$ cat src/design/spi_ctrl_pkg.sv
// Purpose: Shared constants and types of the serial control block.
// Assumes: 20 MHz system clock, 32-bit register port.
// Notes:   Register offsets are byte addresses on the plain port.
package spi_ctrl_pkg;

	// ----------------------------------------------------------------
	// Register map
	// ----------------------------------------------------------------
	localparam int ADDR_W = 8;
	localparam int DATA_W = 32;
	localparam logic [ADDR_W-1:0] OFF_CTRL = 8'h00;
	localparam logic [ADDR_W-1:0] OFF_TX0  = 8'h04;
	localparam logic [ADDR_W-1:0] OFF_TX1  = 8'h08;
	localparam logic [ADDR_W-1:0] OFF_RX0  = 8'h0c;
	localparam logic [ADDR_W-1:0] OFF_RX1  = 8'h10;
	localparam logic [ADDR_W-1:0] OFF_STAT = 8'h14;

	// ----------------------------------------------------------------
	// Control field layout
	// ----------------------------------------------------------------
	localparam int CTRL_LSB = 12;
	localparam int CTRL_MSB = 22;
	localparam int BIT_FLAG = 16;
	localparam int GAP_W    = 4;

	typedef struct packed {
		logic             dual_lane_enable;
		logic             queue_enable;
		logic             byte_reorder;
		logic             inter_byte_sleep;
		logic             slave_role;
		logic             done_irq_enable;
		logic             done_flag;
		logic [GAP_W-1:0] suspend_gap;
	} ctrl_t;

	localparam ctrl_t CTRL_RESET = 11'h000;

	// ----------------------------------------------------------------
	// Transfer format
	// ----------------------------------------------------------------
	localparam int                WW_W      = 5;
	localparam logic [WW_W-1:0]   WIDTH_32  = 5'h00;
	localparam logic [5:0]        FULL_BITS = 6'h20;
	localparam logic [2:0]        BYTE_MASK = 3'h7;
	localparam logic [6:0]        SLEEP_ADD = 7'h02;

	// ----------------------------------------------------------------
	// Timing
	// ----------------------------------------------------------------
	localparam int CLK_NS            = 50;
	localparam int SCLK_PERIOD_NS    = 400;
	localparam int SCLK_HALF_CYCLES  = SCLK_PERIOD_NS / (2 * CLK_NS);
	localparam int DIV_W             = 8;

	// Pin synchroniser order: {sdi lane 1, sdi lane 0, cs_b, sclk}.
	localparam logic [3:0] PIN_RESET = 4'h2;

	typedef enum logic [1:0] {
		ST_IDLE,
		ST_SHIFT,
		ST_PAUSE
	} eng_state_t;

endpackage

$ cat src/design/spi_ctrl.sv
// Operation
// - Master with two lanes drives lane 0 from tx buffer 0, lane 1 from 1.
// - With two lanes, input lane 0 fills rx buffer 0, lane 1 rx buffer 1.
// - Queue enable picks single registers at 0, queued paths at 1.
// - Byte reorder sends and receives least significant byte first.
// - Inter-byte sleep acts only when word width field is zero.
// - Inter-byte sleep pauses suspend gap plus two serial clocks per byte.
// - Role bit 0 selects master, 1 selects slave.
// - Interrupt enable 0 blocks the request, 1 lets it through.
// - Done flag sets when a transfer ends and reads 0 during it.
// - Interrupt request is high while done flag and enable are set.
// - Writing 1 to the done flag clears it.
// - Four-bit suspend gap spaces transactions, master role only.
// - Polarity 0 gap runs last falling edge to next rising edge.
// - Polarity 1 gap runs last rising edge to next falling edge.
// - Suspend gap resets to zero.
//
// Purpose: Serial controller upper control fields with shift engine.
// Assumes: Word width, count and polarity come in as inputs.
// Notes:   Serial pins pass a three-stage synchroniser.
//
// The address-and-strobe port and the address map were chosen for this implementation.
`timescale 1ns/1ns
module spi_ctrl #(
	parameter int QDEPTH   = 4,
	parameter int HALF_DIV = spi_ctrl_pkg::SCLK_HALF_CYCLES
) (
	// Clock, reset and enable.
	input  wire logic                            clock_i,
	input  wire logic                            rst_b_i,
	input  wire logic                            ce_i,
	// Register port.
	input  wire logic [spi_ctrl_pkg::ADDR_W-1:0] addr_i,
	input  wire logic [spi_ctrl_pkg::DATA_W-1:0] wdata_i,
	input  wire logic                            wr_i,
	input  wire logic                            rd_i,
	output logic      [spi_ctrl_pkg::DATA_W-1:0] rdata_o,
	// Transfer settings kept elsewhere.
	input  wire logic [spi_ctrl_pkg::WW_W-1:0]   word_width_i,
	input  wire logic [1:0]                      transaction_count_i,
	input  wire logic                            clock_polarity_i,
	input  wire logic                            start_i,
	// Serial link.
	input  wire logic                            sclk_i,
	input  wire logic                            cs_b_i,
	input  wire logic [1:0]                      sdi_i,
	output logic                                 sclk_o,
	output logic                                 sclk_oe_o,
	output logic                                 cs_b_o,
	output logic                                 cs_oe_o,
	output logic      [1:0]                      sdo_o,
	output logic      [1:0]                      sdo_oe_o,
	// Status.
	output logic                                 busy_o,
	output logic                                 irq_o
);
	import spi_ctrl_pkg::*;

	localparam int            PW    = $clog2(QDEPTH);
	localparam logic [PW:0]   QFULL = QDEPTH[PW:0];
	localparam logic [PW:0]   QONE  = {{PW{1'b0}}, 1'b1};
	localparam logic [DIV_W-1:0] HALF_LAST = DIV_W'(HALF_DIV - 1);

	// ----------------------------------------------------------------
	// Reset release and pin synchronisers
	// ----------------------------------------------------------------
	logic [1:0] rst_sync_reg;
	logic       rst_b;
	logic [3:0] pin_s1_reg;
	logic [3:0] pin_s2_reg;
	logic [3:0] pin_s3_reg;
	logic [3:0] pin_reg;
	logic [3:0] pin_next;
	logic       slv_sclk_prev_reg;

	always_ff @(posedge clock_i or negedge rst_b_i) begin
		if (!rst_b_i) begin
			rst_sync_reg <= 2'h0;
		end else begin
			rst_sync_reg <= {rst_sync_reg[0], 1'b1};
		end
	end
	assign rst_b = rst_sync_reg[1];

	// A bit changes only once the second and third stages agree.
	assign pin_next = (pin_s2_reg & ~(pin_s2_reg ^ pin_s3_reg)) |
	                  (pin_reg & (pin_s2_reg ^ pin_s3_reg));

	always_ff @(posedge clock_i or negedge rst_b) begin
		if (!rst_b) begin
			pin_s1_reg        <= PIN_RESET;
			pin_s2_reg        <= PIN_RESET;
			pin_s3_reg        <= PIN_RESET;
			pin_reg           <= PIN_RESET;
			slv_sclk_prev_reg <= 1'b0;
		end else if (ce_i) begin
			pin_s1_reg        <= {sdi_i, cs_b_i, sclk_i};
			pin_s2_reg        <= pin_s1_reg;
			pin_s3_reg        <= pin_s2_reg;
			pin_reg           <= pin_next;
			slv_sclk_prev_reg <= pin_reg[0];
		end
	end

	// ----------------------------------------------------------------
	// Register decode
	// ----------------------------------------------------------------
	ctrl_t ctrl_reg;
	ctrl_t ctrl_next;
	ctrl_t ctrl_wr;
	wire   wr_ctrl = wr_i && (addr_i == OFF_CTRL);
	wire   wr_tx0  = wr_i && (addr_i == OFF_TX0);
	wire   wr_tx1  = wr_i && (addr_i == OFF_TX1);
	wire   rd_rx0  = rd_i && (addr_i == OFF_RX0);
	wire   is_slave = ctrl_reg.slave_role;
	wire   dual     = ctrl_reg.dual_lane_enable;

	// ----------------------------------------------------------------
	// Transmit and receive queues
	// ----------------------------------------------------------------
	logic [DATA_W-1:0] txq0 [QDEPTH];
	logic [DATA_W-1:0] txq1 [QDEPTH];
	logic [DATA_W-1:0] rxq0 [QDEPTH];
	logic [DATA_W-1:0] rxq1 [QDEPTH];
	logic [DATA_W-1:0] tx1_stage_reg;
	logic [PW:0]       tx_wr_reg;
	logic [PW:0]       tx_rd_reg;
	logic [PW:0]       rx_wr_reg;
	logic [PW:0]       rx_rd_reg;
	logic              pop_tx;
	logic              push_rx;
	logic [DATA_W-1:0] rx_word0;
	logic [DATA_W-1:0] rx_word1;

	// Depth one behaves as a plain holding register.
	wire [PW:0] q_limit  = ctrl_reg.queue_enable ? QFULL : QONE;
	wire [PW:0] tx_count = tx_wr_reg - tx_rd_reg;
	wire [PW:0] rx_count = rx_wr_reg - rx_rd_reg;
	wire        tx_full  = (tx_count >= q_limit);
	wire        tx_empty = (tx_count == '0);
	wire        rx_full  = (rx_count >= q_limit);
	wire        rx_empty = (rx_count == '0);
	wire        q_flush  = wr_ctrl &&
	                       (ctrl_wr.queue_enable != ctrl_reg.queue_enable);
	wire        tx_push  = wr_tx0 && !tx_full;
	wire        tx_pop   = pop_tx && !tx_empty;
	wire        rx_push  = push_rx && !rx_full;
	wire        rx_pop   = rd_rx0 && !rx_empty;
	wire [PW-1:0] tx_head = tx_rd_reg[PW-1:0];
	wire [PW-1:0] rx_head = rx_rd_reg[PW-1:0];
	wire [DATA_W-1:0] tx_word0 = tx_empty ? '0 : txq0[tx_head];
	wire [DATA_W-1:0] tx_word1 = tx_empty ? '0 : txq1[tx_head];

	always_ff @(posedge clock_i) begin
		if (ce_i && tx_push) begin
			txq0[tx_wr_reg[PW-1:0]] <= wdata_i;
			txq1[tx_wr_reg[PW-1:0]] <= tx1_stage_reg;
		end
		if (ce_i && rx_push) begin
			rxq0[rx_wr_reg[PW-1:0]] <= rx_word0;
			rxq1[rx_wr_reg[PW-1:0]] <= rx_word1;
		end
	end

	always_ff @(posedge clock_i or negedge rst_b) begin
		if (!rst_b) begin
			tx1_stage_reg <= '0;
			tx_wr_reg     <= '0;
			tx_rd_reg     <= '0;
			rx_wr_reg     <= '0;
			rx_rd_reg     <= '0;
		end else if (ce_i) begin
			if (wr_tx1) tx1_stage_reg <= wdata_i;
			if (q_flush) begin
				tx_wr_reg <= '0;
				tx_rd_reg <= '0;
				rx_wr_reg <= '0;
				rx_rd_reg <= '0;
			end else begin
				if (tx_push) tx_wr_reg <= tx_wr_reg + QONE;
				if (tx_pop)  tx_rd_reg <= tx_rd_reg + QONE;
				if (rx_push) rx_wr_reg <= rx_wr_reg + QONE;
				if (rx_pop)  rx_rd_reg <= rx_rd_reg + QONE;
			end
		end
	end

	// ----------------------------------------------------------------
	// Shift engine
	// ----------------------------------------------------------------
	function automatic logic [DATA_W-1:0] swap_bytes(
		input logic [DATA_W-1:0] w
	);
		swap_bytes = {w[7:0], w[15:8], w[23:16], w[31:24]};
	endfunction

	eng_state_t        state_reg;
	eng_state_t        state_next;
	logic              sclk_reg;
	logic              sclk_next;
	logic              cs_b_reg;
	logic              cs_b_next;
	logic [DIV_W-1:0]  div_reg;
	logic [5:0]        bit_reg;
	logic [5:0]        bit_next;
	logic [1:0]        txn_reg;
	logic [1:0]        txn_next;
	logic [6:0]        pause_reg;
	logic [6:0]        pause_next;
	logic [DATA_W-1:0] tx_sh0_reg;
	logic [DATA_W-1:0] tx_sh0_next;
	logic [DATA_W-1:0] tx_sh1_reg;
	logic [DATA_W-1:0] tx_sh1_next;
	logic [DATA_W-1:0] rx_sh0_reg;
	logic [DATA_W-1:0] rx_sh0_next;
	logic [DATA_W-1:0] rx_sh1_reg;
	logic [DATA_W-1:0] rx_sh1_next;
	logic              done_evt;
	logic              start_evt;

	wire        is_32     = (word_width_i == WIDTH_32);
	wire [5:0]  bits_tot  = is_32 ? FULL_BITS : {1'b0, word_width_i};
	wire [5:0]  align     = FULL_BITS - bits_tot;
	wire [5:0]  bit_inc   = bit_reg + 6'h01;
	wire        word_end  = (bit_inc == bits_tot);
	wire        byte_end  = ((bit_inc[2:0] & BYTE_MASK) == '0);
	wire        sleep_on  = ctrl_reg.inter_byte_sleep && is_32;
	wire        last_txn  = (txn_reg == transaction_count_i);
	wire [6:0]  gap_ext   = {3'h0, ctrl_reg.suspend_gap};
	// Pause lengths in half serial clock periods.
	wire [6:0]  gap_half  = {gap_ext[5:0], 1'b0};
	wire [6:0]  slp_full  = gap_ext + SLEEP_ADD;
	wire [6:0]  slp_half  = {slp_full[5:0], 1'b0};
	wire        half_tick = (div_reg == HALF_LAST);
	wire        slv_sel   = !pin_reg[1];
	wire        slv_rise  = pin_reg[0] && !slv_sclk_prev_reg;
	wire        slv_fall  = !pin_reg[0] && slv_sclk_prev_reg;
	wire        slv_lead  = slv_sel && (clock_polarity_i ? slv_fall : slv_rise);
	wire        slv_trail = slv_sel && (clock_polarity_i ? slv_rise : slv_fall);
	// Master leading edge leaves the idle level, trailing edge returns.
	wire        mst_lead  = half_tick && (sclk_reg == clock_polarity_i);
	wire        mst_trail = half_tick && (sclk_reg != clock_polarity_i);
	wire        lead      = is_slave ? slv_lead : mst_lead;
	wire        trail     = is_slave ? slv_trail : mst_trail;
	wire [DATA_W-1:0] ld0 = ctrl_reg.byte_reorder ? swap_bytes(tx_word0)
	                                              : tx_word0;
	wire [DATA_W-1:0] ld1 = ctrl_reg.byte_reorder ? swap_bytes(tx_word1)
	                                              : tx_word1;
	wire [DATA_W-1:0] ld0_al = ld0 << align;
	wire [DATA_W-1:0] ld1_al = ld1 << align;
	wire [DATA_W-1:0] rx_mask = ~({DATA_W{1'b1}} << bits_tot);
	wire [DATA_W-1:0] rx0_raw = is_32 ? rx_sh0_reg : (rx_sh0_reg & rx_mask);
	wire [DATA_W-1:0] rx1_raw = is_32 ? rx_sh1_reg : (rx_sh1_reg & rx_mask);

	assign rx_word0 = ctrl_reg.byte_reorder ? swap_bytes(rx0_raw) : rx0_raw;
	assign rx_word1 = !dual ? '0 :
	                  ctrl_reg.byte_reorder ? swap_bytes(rx1_raw) : rx1_raw;

	always_comb begin
		state_next  = state_reg;
		sclk_next   = sclk_reg;
		cs_b_next   = cs_b_reg;
		bit_next    = bit_reg;
		txn_next    = txn_reg;
		pause_next  = pause_reg;
		tx_sh0_next = tx_sh0_reg;
		tx_sh1_next = tx_sh1_reg;
		rx_sh0_next = rx_sh0_reg;
		rx_sh1_next = rx_sh1_reg;
		pop_tx      = 1'b0;
		push_rx     = 1'b0;
		done_evt    = 1'b0;
		start_evt   = 1'b0;
		case (state_reg)
			ST_IDLE: begin
				sclk_next = clock_polarity_i;
				cs_b_next = 1'b1;
				if (start_i) begin
					start_evt   = 1'b1;
					pop_tx      = 1'b1;
					tx_sh0_next = ld0_al;
					tx_sh1_next = ld1_al;
					bit_next    = '0;
					txn_next    = '0;
					cs_b_next   = is_slave;
					state_next  = ST_SHIFT;
				end
			end
			ST_SHIFT: begin
				if (!is_slave && half_tick) sclk_next = !sclk_reg;
				if (lead) begin
					// Agreed value: pin_reg would lag one more clock.
					rx_sh0_next = {rx_sh0_reg[DATA_W-2:0], pin_next[2]};
					rx_sh1_next = {rx_sh1_reg[DATA_W-2:0], pin_next[3]};
				end
				if (trail) begin
					tx_sh0_next = {tx_sh0_reg[DATA_W-2:0], 1'b0};
					tx_sh1_next = {tx_sh1_reg[DATA_W-2:0], 1'b0};
					bit_next    = bit_inc;
					if (word_end) begin
						push_rx  = 1'b1;
						bit_next = '0;
						if (last_txn) begin
							done_evt   = 1'b1;
							cs_b_next  = 1'b1;
							state_next = ST_IDLE;
						end else begin
							pop_tx      = 1'b1;
							tx_sh0_next = ld0_al;
							tx_sh1_next = ld1_al;
							txn_next    = txn_reg + 2'h1;
							pause_next  = gap_half;
							// Gap counted from the trailing edge.
							if (!is_slave && gap_half != '0) begin
								state_next = ST_PAUSE;
							end
						end
					end else if (!is_slave && sleep_on && byte_end) begin
						pause_next = slp_half;
						state_next = ST_PAUSE;
					end
				end
				if (is_slave && !slv_sel && bit_reg != '0) begin
					cs_b_next  = 1'b1;
					state_next = ST_IDLE;
				end
			end
			ST_PAUSE: begin
				if (half_tick) begin
					pause_next = pause_reg - 7'h01;
					if (pause_reg == 7'h01) state_next = ST_SHIFT;
				end
			end
			default: begin
				state_next = ST_IDLE;
			end
		endcase
	end

	always_ff @(posedge clock_i or negedge rst_b) begin
		if (!rst_b) begin
			state_reg  <= ST_IDLE;
			sclk_reg   <= 1'b0;
			cs_b_reg   <= 1'b1;
			div_reg    <= '0;
			bit_reg    <= '0;
			txn_reg    <= '0;
			pause_reg  <= '0;
			tx_sh0_reg <= '0;
			tx_sh1_reg <= '0;
			rx_sh0_reg <= '0;
			rx_sh1_reg <= '0;
		end else if (ce_i) begin
			state_reg  <= state_next;
			sclk_reg   <= sclk_next;
			cs_b_reg   <= cs_b_next;
			div_reg    <= (state_reg == ST_IDLE || half_tick) ? '0
			                                                   : div_reg + 1'b1;
			bit_reg    <= bit_next;
			txn_reg    <= txn_next;
			pause_reg  <= pause_next;
			tx_sh0_reg <= tx_sh0_next;
			tx_sh1_reg <= tx_sh1_next;
			rx_sh0_reg <= rx_sh0_next;
			rx_sh1_reg <= rx_sh1_next;
		end
	end

	// ----------------------------------------------------------------
	// Control register and interrupt
	// ----------------------------------------------------------------
	assign ctrl_wr = ctrl_t'(wdata_i[CTRL_MSB:CTRL_LSB]);

	always_comb begin
		ctrl_next = ctrl_reg;
		if (wr_ctrl) begin
			ctrl_next           = ctrl_wr;
			ctrl_next.done_flag = ctrl_reg.done_flag &
			                      !wdata_i[BIT_FLAG];
		end
		if (start_evt) ctrl_next.done_flag = 1'b0;
		if (done_evt)  ctrl_next.done_flag = 1'b1;
	end

	always_ff @(posedge clock_i or negedge rst_b) begin
		if (!rst_b) begin
			ctrl_reg <= CTRL_RESET;
		end else if (ce_i) begin
			ctrl_reg <= ctrl_next;
		end
	end

	assign irq_o = ctrl_reg.done_flag &&
	               ctrl_reg.done_irq_enable;

	// ----------------------------------------------------------------
	// Read data
	// ----------------------------------------------------------------
	wire [DATA_W-1:0] ctrl_word = {{(DATA_W-1-CTRL_MSB){1'b0}}, ctrl_reg,
	                               {CTRL_LSB{1'b0}}};
	wire [DATA_W-1:0] stat_word = {{(DATA_W-4-2*(PW+1)){1'b0}}, rx_count,
	                               tx_count, rx_empty, tx_full,
	                               (state_reg == ST_PAUSE),
	                               (state_reg != ST_IDLE)};
	wire [DATA_W-1:0] rd_mux =
		(addr_i == OFF_CTRL) ? ctrl_word :
		(addr_i == OFF_TX0)  ? tx_word0 :
		(addr_i == OFF_TX1)  ? tx1_stage_reg :
		(addr_i == OFF_RX0)  ? (rx_empty ? '0 : rxq0[rx_head]) :
		(addr_i == OFF_RX1)  ? (rx_empty ? '0 : rxq1[rx_head]) :
		(addr_i == OFF_STAT) ? stat_word : '0;

	always_ff @(posedge clock_i or negedge rst_b) begin
		if (!rst_b) begin
			rdata_o <= '0;
		end else if (ce_i) begin
			rdata_o <= rd_i ? rd_mux : '0;
		end
	end

	// ----------------------------------------------------------------
	// Pin drivers
	// ----------------------------------------------------------------
	wire slv_drive = is_slave && slv_sel && (state_reg != ST_IDLE);

	assign sclk_o    = sclk_reg;
	assign sclk_oe_o = !is_slave;
	assign cs_b_o    = cs_b_reg;
	assign cs_oe_o   = !is_slave;
	assign sdo_o     = {tx_sh1_reg[DATA_W-1], tx_sh0_reg[DATA_W-1]};
	assign sdo_oe_o  = {(is_slave ? slv_drive : 1'b1) && dual,
	                    is_slave ? slv_drive : 1'b1};
	assign busy_o    = (state_reg != ST_IDLE);

endmodule

$ cat config.mk
export PLATFORM = sky130hd
export DESIGN_NAME = spi_ctrl
export DESIGN_NICKNAME = d
export VERILOG_FILES = /design/src/design/spi_ctrl_pkg.sv /design/src/design/spi_ctrl.sv
export SDC_FILE = /design/constraint.sdc
export NUM_CORES = 1
export LEC_CHECK = 0
export BUFFER_PORTS_ARGS = -buffer_cell sky130_fd_sc_hd__buf_4
export CAP_MARGIN = 5
export CORE_ASPECT_RATIO = 0.9
export CORE_MARGIN = 2
export CORE_UTILIZATION = 35
export CTS_BUF_LIST = sky130_fd_sc_hd__clkbuf_8
export CTS_CLUSTER_SIZE = 16
export DETAILED_ROUTE_END_ITERATION = 7
export PLACE_DENSITY = 0.47
export SYNTH_ARGS = -nofsm -noshare
export SYNTH_HDL_FRONTEND = slang
export SYNTH_SLANG_ARGS = --single-unit
$ cat constraint.sdc
create_clock -name clock_i -period 12.66 [get_ports clock_i]
set_input_delay 2.532 -clock clock_i [delete_from_list [all_inputs] [get_ports clock_i]]
set_output_delay 2.532 -clock clock_i [all_outputs]
set_load 0.005 [all_outputs]
* Yosys cells after proc, flatten, opt, wreduce, memory -nomap -nowiden
Memories as Yosys holds them, arrays and structs flattened.
Index checks and enable logic that the tools add are counted.
** Word-level totals
- Register bits after elaboration :: 261
- Memory bits (writable) :: 512
- Bits of input ports :: 58
- Output and inout port bits :: 42
- Word-level logic and storage cells :: 255
- Memories kept :: 4
** Memories
- rxq0 :: words 4, bits a word 32, read ports 1, clocked after memory_dff 0, wr ports 1, line spi_ctrl.sv:123 : logic [DATA_W-1:0] rxq0 [QDEPTH];
- rxq1 :: words 4, bits a word 32, read ports 1, clocked after memory_dff 0, wr ports 1, line spi_ctrl.sv:124 : logic [DATA_W-1:0] rxq1 [QDEPTH];
- txq0 :: words 4, bits a word 32, read ports 1, clocked after memory_dff 0, wr ports 1, line spi_ctrl.sv:121 : logic [DATA_W-1:0] txq0 [QDEPTH];
- txq1 :: words 4, bits a word 32, read ports 1, clocked after memory_dff 0, wr ports 1, line spi_ctrl.sv:122 : logic [DATA_W-1:0] txq1 [QDEPTH];
** Cells by class
- Add/subtract/negate cells :: 12
- Magnitude comparators :: 2
- Equal/unequal tests :: 28
- Shifts and indexed selects :: 3
- Muxes and demuxes :: 97
- Bitwise gates (word level) :: 9
- Reductions and logical operators :: 69
** Operators with widths (number)
- $mux W32 :: 25
- $pmux W32 S2 :: 2
- $and A32 B32 Y32 :: 2
- $shl A32 B6 Y32 :: 2
- $mux W7 :: 5
- $not A32 Y32 :: 1
- $shl A32 B6 Y32 const A :: 1
- $mux W1 :: 29
- $logic_and A1 B1 Y1 :: 28
- $mux W3 :: 9
- $mux W2 :: 13
- $mux W6 :: 4
- $eq A8 B4 Y1 const B :: 2
- $eq A8 B5 Y1 const B :: 2
- $ne A3 B3 Y1 const B :: 5
- $pmux W7 S2 :: 1
- $reduce_and A2 Y1 :: 7
- $reduce_bool A2 Y1 :: 7
- $add A3 B1 Y3 const B :: 4
- $ne A2 B2 Y1 const B :: 6
- $pmux W6 S2 :: 1
- $reduce_and A6 Y1 :: 2
- $logic_not A1 Y1 :: 10
- $mux W10 :: 1
- 42 further kinds :: 51

* Depth between registers and ports, before layout
- Depth in word-level cells :: 11
- Depth in mapped cells :: 19

* Worst setup path after synthesis
Ideal clock, no wire load.
- Path type :: input-to-reg
- Start :: input port word_width_i[0] in the netlist's numbering
- End :: register tx_sh1_reg[29]
- Data arrival time :: 6.418 ns
- Path slack :: 6.164 ns
- Cell stages on the path :: 18
- Path buffers :: 11
- Cell sequence :: buf_2 buf_2 buf_2 clkbuf_1 buf_1 clkbuf_1 ha_1 buf_2 inv_1 buf_2 buf_2 buf_1 buf_1 mux2i_1 nor2_1 a211o_1 and3_1 a21oi_1
** Between the ends
- Cells in the longest elaborated chain, start to end :: 8
- Elaborated cells on any way between the ends :: 10
** RTL lines
- from (decl) :: line spi_ctrl.sv:39 : input wire logic [spi_ctrl_pkg::WW_W-1:0] word_width_i,
- $logic_not A5 Y1 :: line spi_ctrl.sv:221 : wire is_32 = (word_width_i == WIDTH_32);
- $mux W6 (*) :: line spi_ctrl.sv:222 : wire [5:0] bits_tot = is_32 ? FULL_BITS : {1'b0, word_width_i};
- $sub A6 B6 Y6 :: line spi_ctrl.sv:223 : wire [5:0] align = FULL_BITS - bits_tot;
- $shl A32 B6 Y32 :: line spi_ctrl.sv:250 : wire [DATA_W-1:0] ld1_al = ld1 << align;
- $mux W32 :: line spi_ctrl.sv:303 : if (last_txn) begin
- $mux W32 :: line spi_ctrl.sv:300 : if (word_end) begin
- $mux W32 :: line spi_ctrl.sv:296 : if (trail) begin
- $pmux W32 S2 (*) :: line spi_ctrl.sv:274 : case (state_reg)
- to (signal assigned) :: line spi_ctrl.sv:363 : tx_sh1_reg <= tx_sh1_next;
- to (decl) :: line spi_ctrl.sv:212 : logic [DATA_W-1:0] tx_sh1_reg;
Every way passes the cells marked *; elsewhere a longest branch is shown, timed or not. The select of a mux whose other input is x is not followed.
A chain may end at the register's enable or synchronous reset.

* Worst setup path after layout
- Start :: input port word_width_i[0] in the netlist's numbering
- End :: register tx_sh1_reg[31]
Same word-level chain as after synthesis.

==> out/metrics.cfg <==
[status]
outcome = complete, no violations

[cells_and_area]
fin_cells = 4686
n_fill_cell = 10814
seqCellArea_sq_um = 21900
syn_to_final_growth_pct = 12.6
fin_area_sq_um = 45400
drive_gt1_share_pct = 26.0
nNetsFinal = 3156
multi_input_area_sq_um = 17400

[worst_setup_path]
crit_type = input pin to flop
critPathRequiredTime_ps = 13420
worst_setup_path_end_kind = flop
crit_path_start = word_width_i[0]
worstReg2RegEnd = txq0[2][16]
crit_top_cell = buf_4
crit_chain = buf_4 > buf_4 > ha_4 > buf_4 > nor2_1 > a21boi_0 > or4b_1 > and4_1 > o32a_1 > o22ai_1 > a221o_1
cp_num_cells = 11
setup.worst_path.end = tx_sh1_reg[31]
max_stage_delay_ps = 560
reg2reg_slack_ps = 7560
path_max_fanout = 54
path_buf_inv = 3
cp_slowest_cell = buf_4
start_kind = input pin
cp_top_family = compound AO/OA/AOI/OAI gates
reg2reg_from = tx_rd_reg[0]
arrival_ps = 6730
rr_worst_depth = 11

[grt]
grt_antenna_before_repair = 15
grt_max_degree = 133
overflow = 0
grt_pass1_vias = 28364
grt_pass1_wl_mm = 207
grt_util_all_layers_pct = 24.2

[synthesis]
ys_seq_area_share_pct = 54.4
synth_top_flop_cell = edfxtp_1
synth_seq_cells = 773
synth_top_area_share_pct = 38.1
synth.net_count = 3084
avgSynthCellArea_sq_um = 13.4
synth-edff-count = 512
synth_area_sq_um = 40300
netlist_instances = 2997
synth.area.top_cells = edfxtp_1 (38%), dfrtp_1 (16%), mux4_2 (13%)
yosys.area.top_type = edfxtp_1
yosysWarnings = 0
ys_types = 85
postSynth.asyncResetShare_pct = 33.8

[route]
drt_wl_total_mm = 143
vias = 27953
viasPerCell = 5.97
wire_per_inst_um = 30.5
drtPass1Iterations = 6
dr.first_iter.drc_count = 3004
drc = 0
postRouteAntennaNets = 0

[placement]
routabilityCongestion = 0.907
preCtsSetupSlack_ps = 5950
dp.cells = 4428
io_buffer_count = 99
dpl_cell_area_sq_um = 42600
hpwl_mm = 101

[floorplanning]
io_pins = 100
coreArea_sq_um = 115000
fp.dieW_um = 362
rows = 118
initial_utilization_pct = 35.2
dieHeight_um = 326
die_area_sq_um = 118000

[clock_network]
cts_tree = built
cts.clk_slew.worst_paths_ps = 60
cts_max_path_buffers = 3
root_buffer = clkbuf_8
cts_buffers = 139
htree_levels = 4
post_cts_buffers = 0
postCtsHoldBufs = 0
cts_resized = 0
clkSinkCount = 773
clk_latency_ps = 860

[power]
p_int_mw = 5.07
comb_power_share_pct = 31.5
vdd_drop_max_uv = 116
p_clk_share_pct = 30.1
p_sw_mw = 2.87
power_density_nw_per_um2 = 175
swShare_pct = 36.1
p_leak_nw = 16.5
pwr-share-seq_pct = 38.4

[timing]
setup_tns_ps = 0
setup_ws_ps = 6690
clock_skew_ps = 47.8
hold_viol = 0
rsz0062_at_grt = false
fin_crit_sh_pct = 47.1
report.final.slew_viol_count = 0
timing.slew.headroom_pct = 15.0
setup_viol = 0
fmax_ghz = 0.168
worst_pin_slew_ps = 1260
fin_crit_ps = 5970

[worst_hold_path]
min_path_type = flop to flop

[flow_run]
cap_violations = 0

[cell families after synthesis]
family                   Yosys count  share of synthesized area [%]
buffers and inverters            265                           2.88
other                              1                        0.00930
AND/OR/NAND/NOR                  694                           7.92
multiplexers                     588                           22.8
flip-flops                       773                           54.4
adder cells (fa/ha/maj)           31                          0.987
AO/OA/AOI/OAI                    617                           10.4
XOR/XNOR                          28                          0.711
[worst min-delay path by stage]
stage | startpoint | endpoint | slack [ps] | depth (start not counted)
floorplan | rst_sync_reg[0] | rst_sync_reg[1] | 330 | 0
global placement | rst_sync_reg[0] | rst_sync_reg[1] | 340 | 0
detailed placement | rst_sync_reg[0] | rst_sync_reg[1] | 340 | 0
CTS | rst_sync_reg[0] | rst_sync_reg[1] | 370 | 0
global route | rst_sync_reg[0] | rst_sync_reg[1] | 390 | 0
finish | rst_sync_reg[0] | rst_sync_reg[1] | 360 | 0
[area by class of cell]
class                      count  share of cell area (%)
antenna                        3                  0.0165
inverter                      38                   0.314
timing repair buffer         158                    2.70
tap                         1500                    4.13
clock buffer                 157                    4.76
clock inverter                98                    1.46
multi-input combinational   1959                    38.3
sequential                   773                    48.3
[placed cells by master, fill, tap and decap left out, types with 11 or more instances in the layout]
cell type | netlist | layout
nand3_1 | 96 | 96
and3_1 | 12 | 11
a22oi_1 | 39 | 39
mux2i_1 | 132 | 132
a21oi_1 | 89 | 87
clkinv_2 | 0 | 14
a22o_1 | 34 | 34
mux4_2 | 241 | 241
nand2_1 | 224 | 223
nand4_1 | 11 | 11
nor2b_1 | 12 | 12
inv_1 | 36 | 87
a222oi_1 | 13 | 13
a31oi_1 | 16 | 16
o22ai_1 | 39 | 39
o21a_1 | 12 | 12
xnor2_1 | 14 | 12
nand2b_1 | 18 | 18
o211ai_1 | 20 | 20
o21ai_0 | 150 | 150
and2_1 | 47 | 39
nor3_1 | 38 | 36
dfrtp_1 | 256 | 250
a221oi_1 | 31 | 31
buf_4 | 16 | 155
o2bb2ai_1 | 25 | 25
clkbuf_8 | 0 | 157
ha_1 | 27 | 25
o21ai_1 | 36 | 35
a211oi_1 | 15 | 14
o221ai_1 | 14 | 14
clkinv_1 | 0 | 15
nor2_1 | 192 | 190
edfxtp_1 | 512 | 512
mux2_1 | 27 | 27
mux2_2 | 188 | 188
[per-stage QoR]
stage | hold WS [ps] | total power, mW | utilization [%]
6_report | 358 | 7.95 | 39.6
5_1_grt | 387 | 8.31 | 39.6
4_1_cts | 367 | 8.01 | 39.6
3_5_place_dp | 342 | 5.58 | 37.2
3_3_place_gp | 338 | 5.58 | 37.1
2_1_floorplan | 331 | 4.63 | -
[power by group through the flow]
stage	registers, mW	logic [mW]	clock network [mW]
6_report	3.05	2.50	2.39
3_3_place_gp	3.10	2.48	0
5_1_grt	3.08	2.65	2.58
4_1_cts	3.05	2.49	2.47
2_1_floorplan	2.99	1.64	0
3_5_place_dp	3.10	2.48	0
[synthesized netlist by cell type, drive strengths merged (8+ instances only)]
cell type / count
inv: 38
o2bb2ai: 25
nor3: 40
nand2b: 18
a221o: 8
nand4: 11
xnor2: 14
nand3: 96
o21a: 12
ha: 27
edfxtp: 512
nor2b: 12
o21ai: 186
mux2: 215
and2: 49
a22o: 34
mux2i: 132
clkbuf: 127
xor2: 11
and3: 12
a31oi: 16
nand3b: 8
mux4: 241
a222oi: 13
o22ai: 39
o31ai: 9
o221ai: 14
a221oi: 31
nor2: 192
dfrtp: 256
nand2: 224
a211oi: 15
buf: 100
a22oi: 39
o211ai: 20
a21oi: 89
[metal layers]
metal	GRT usage, %	share of wire [%]	vias up
met5	0	0.048	-
met4	8.42	3.2	10
met3	4.67	6.2	252
met2	38.7	48	1023
met1	32.9	43	14691
li1	-	-	11977
Note: power is estimated with default switching activity, not from simulation.
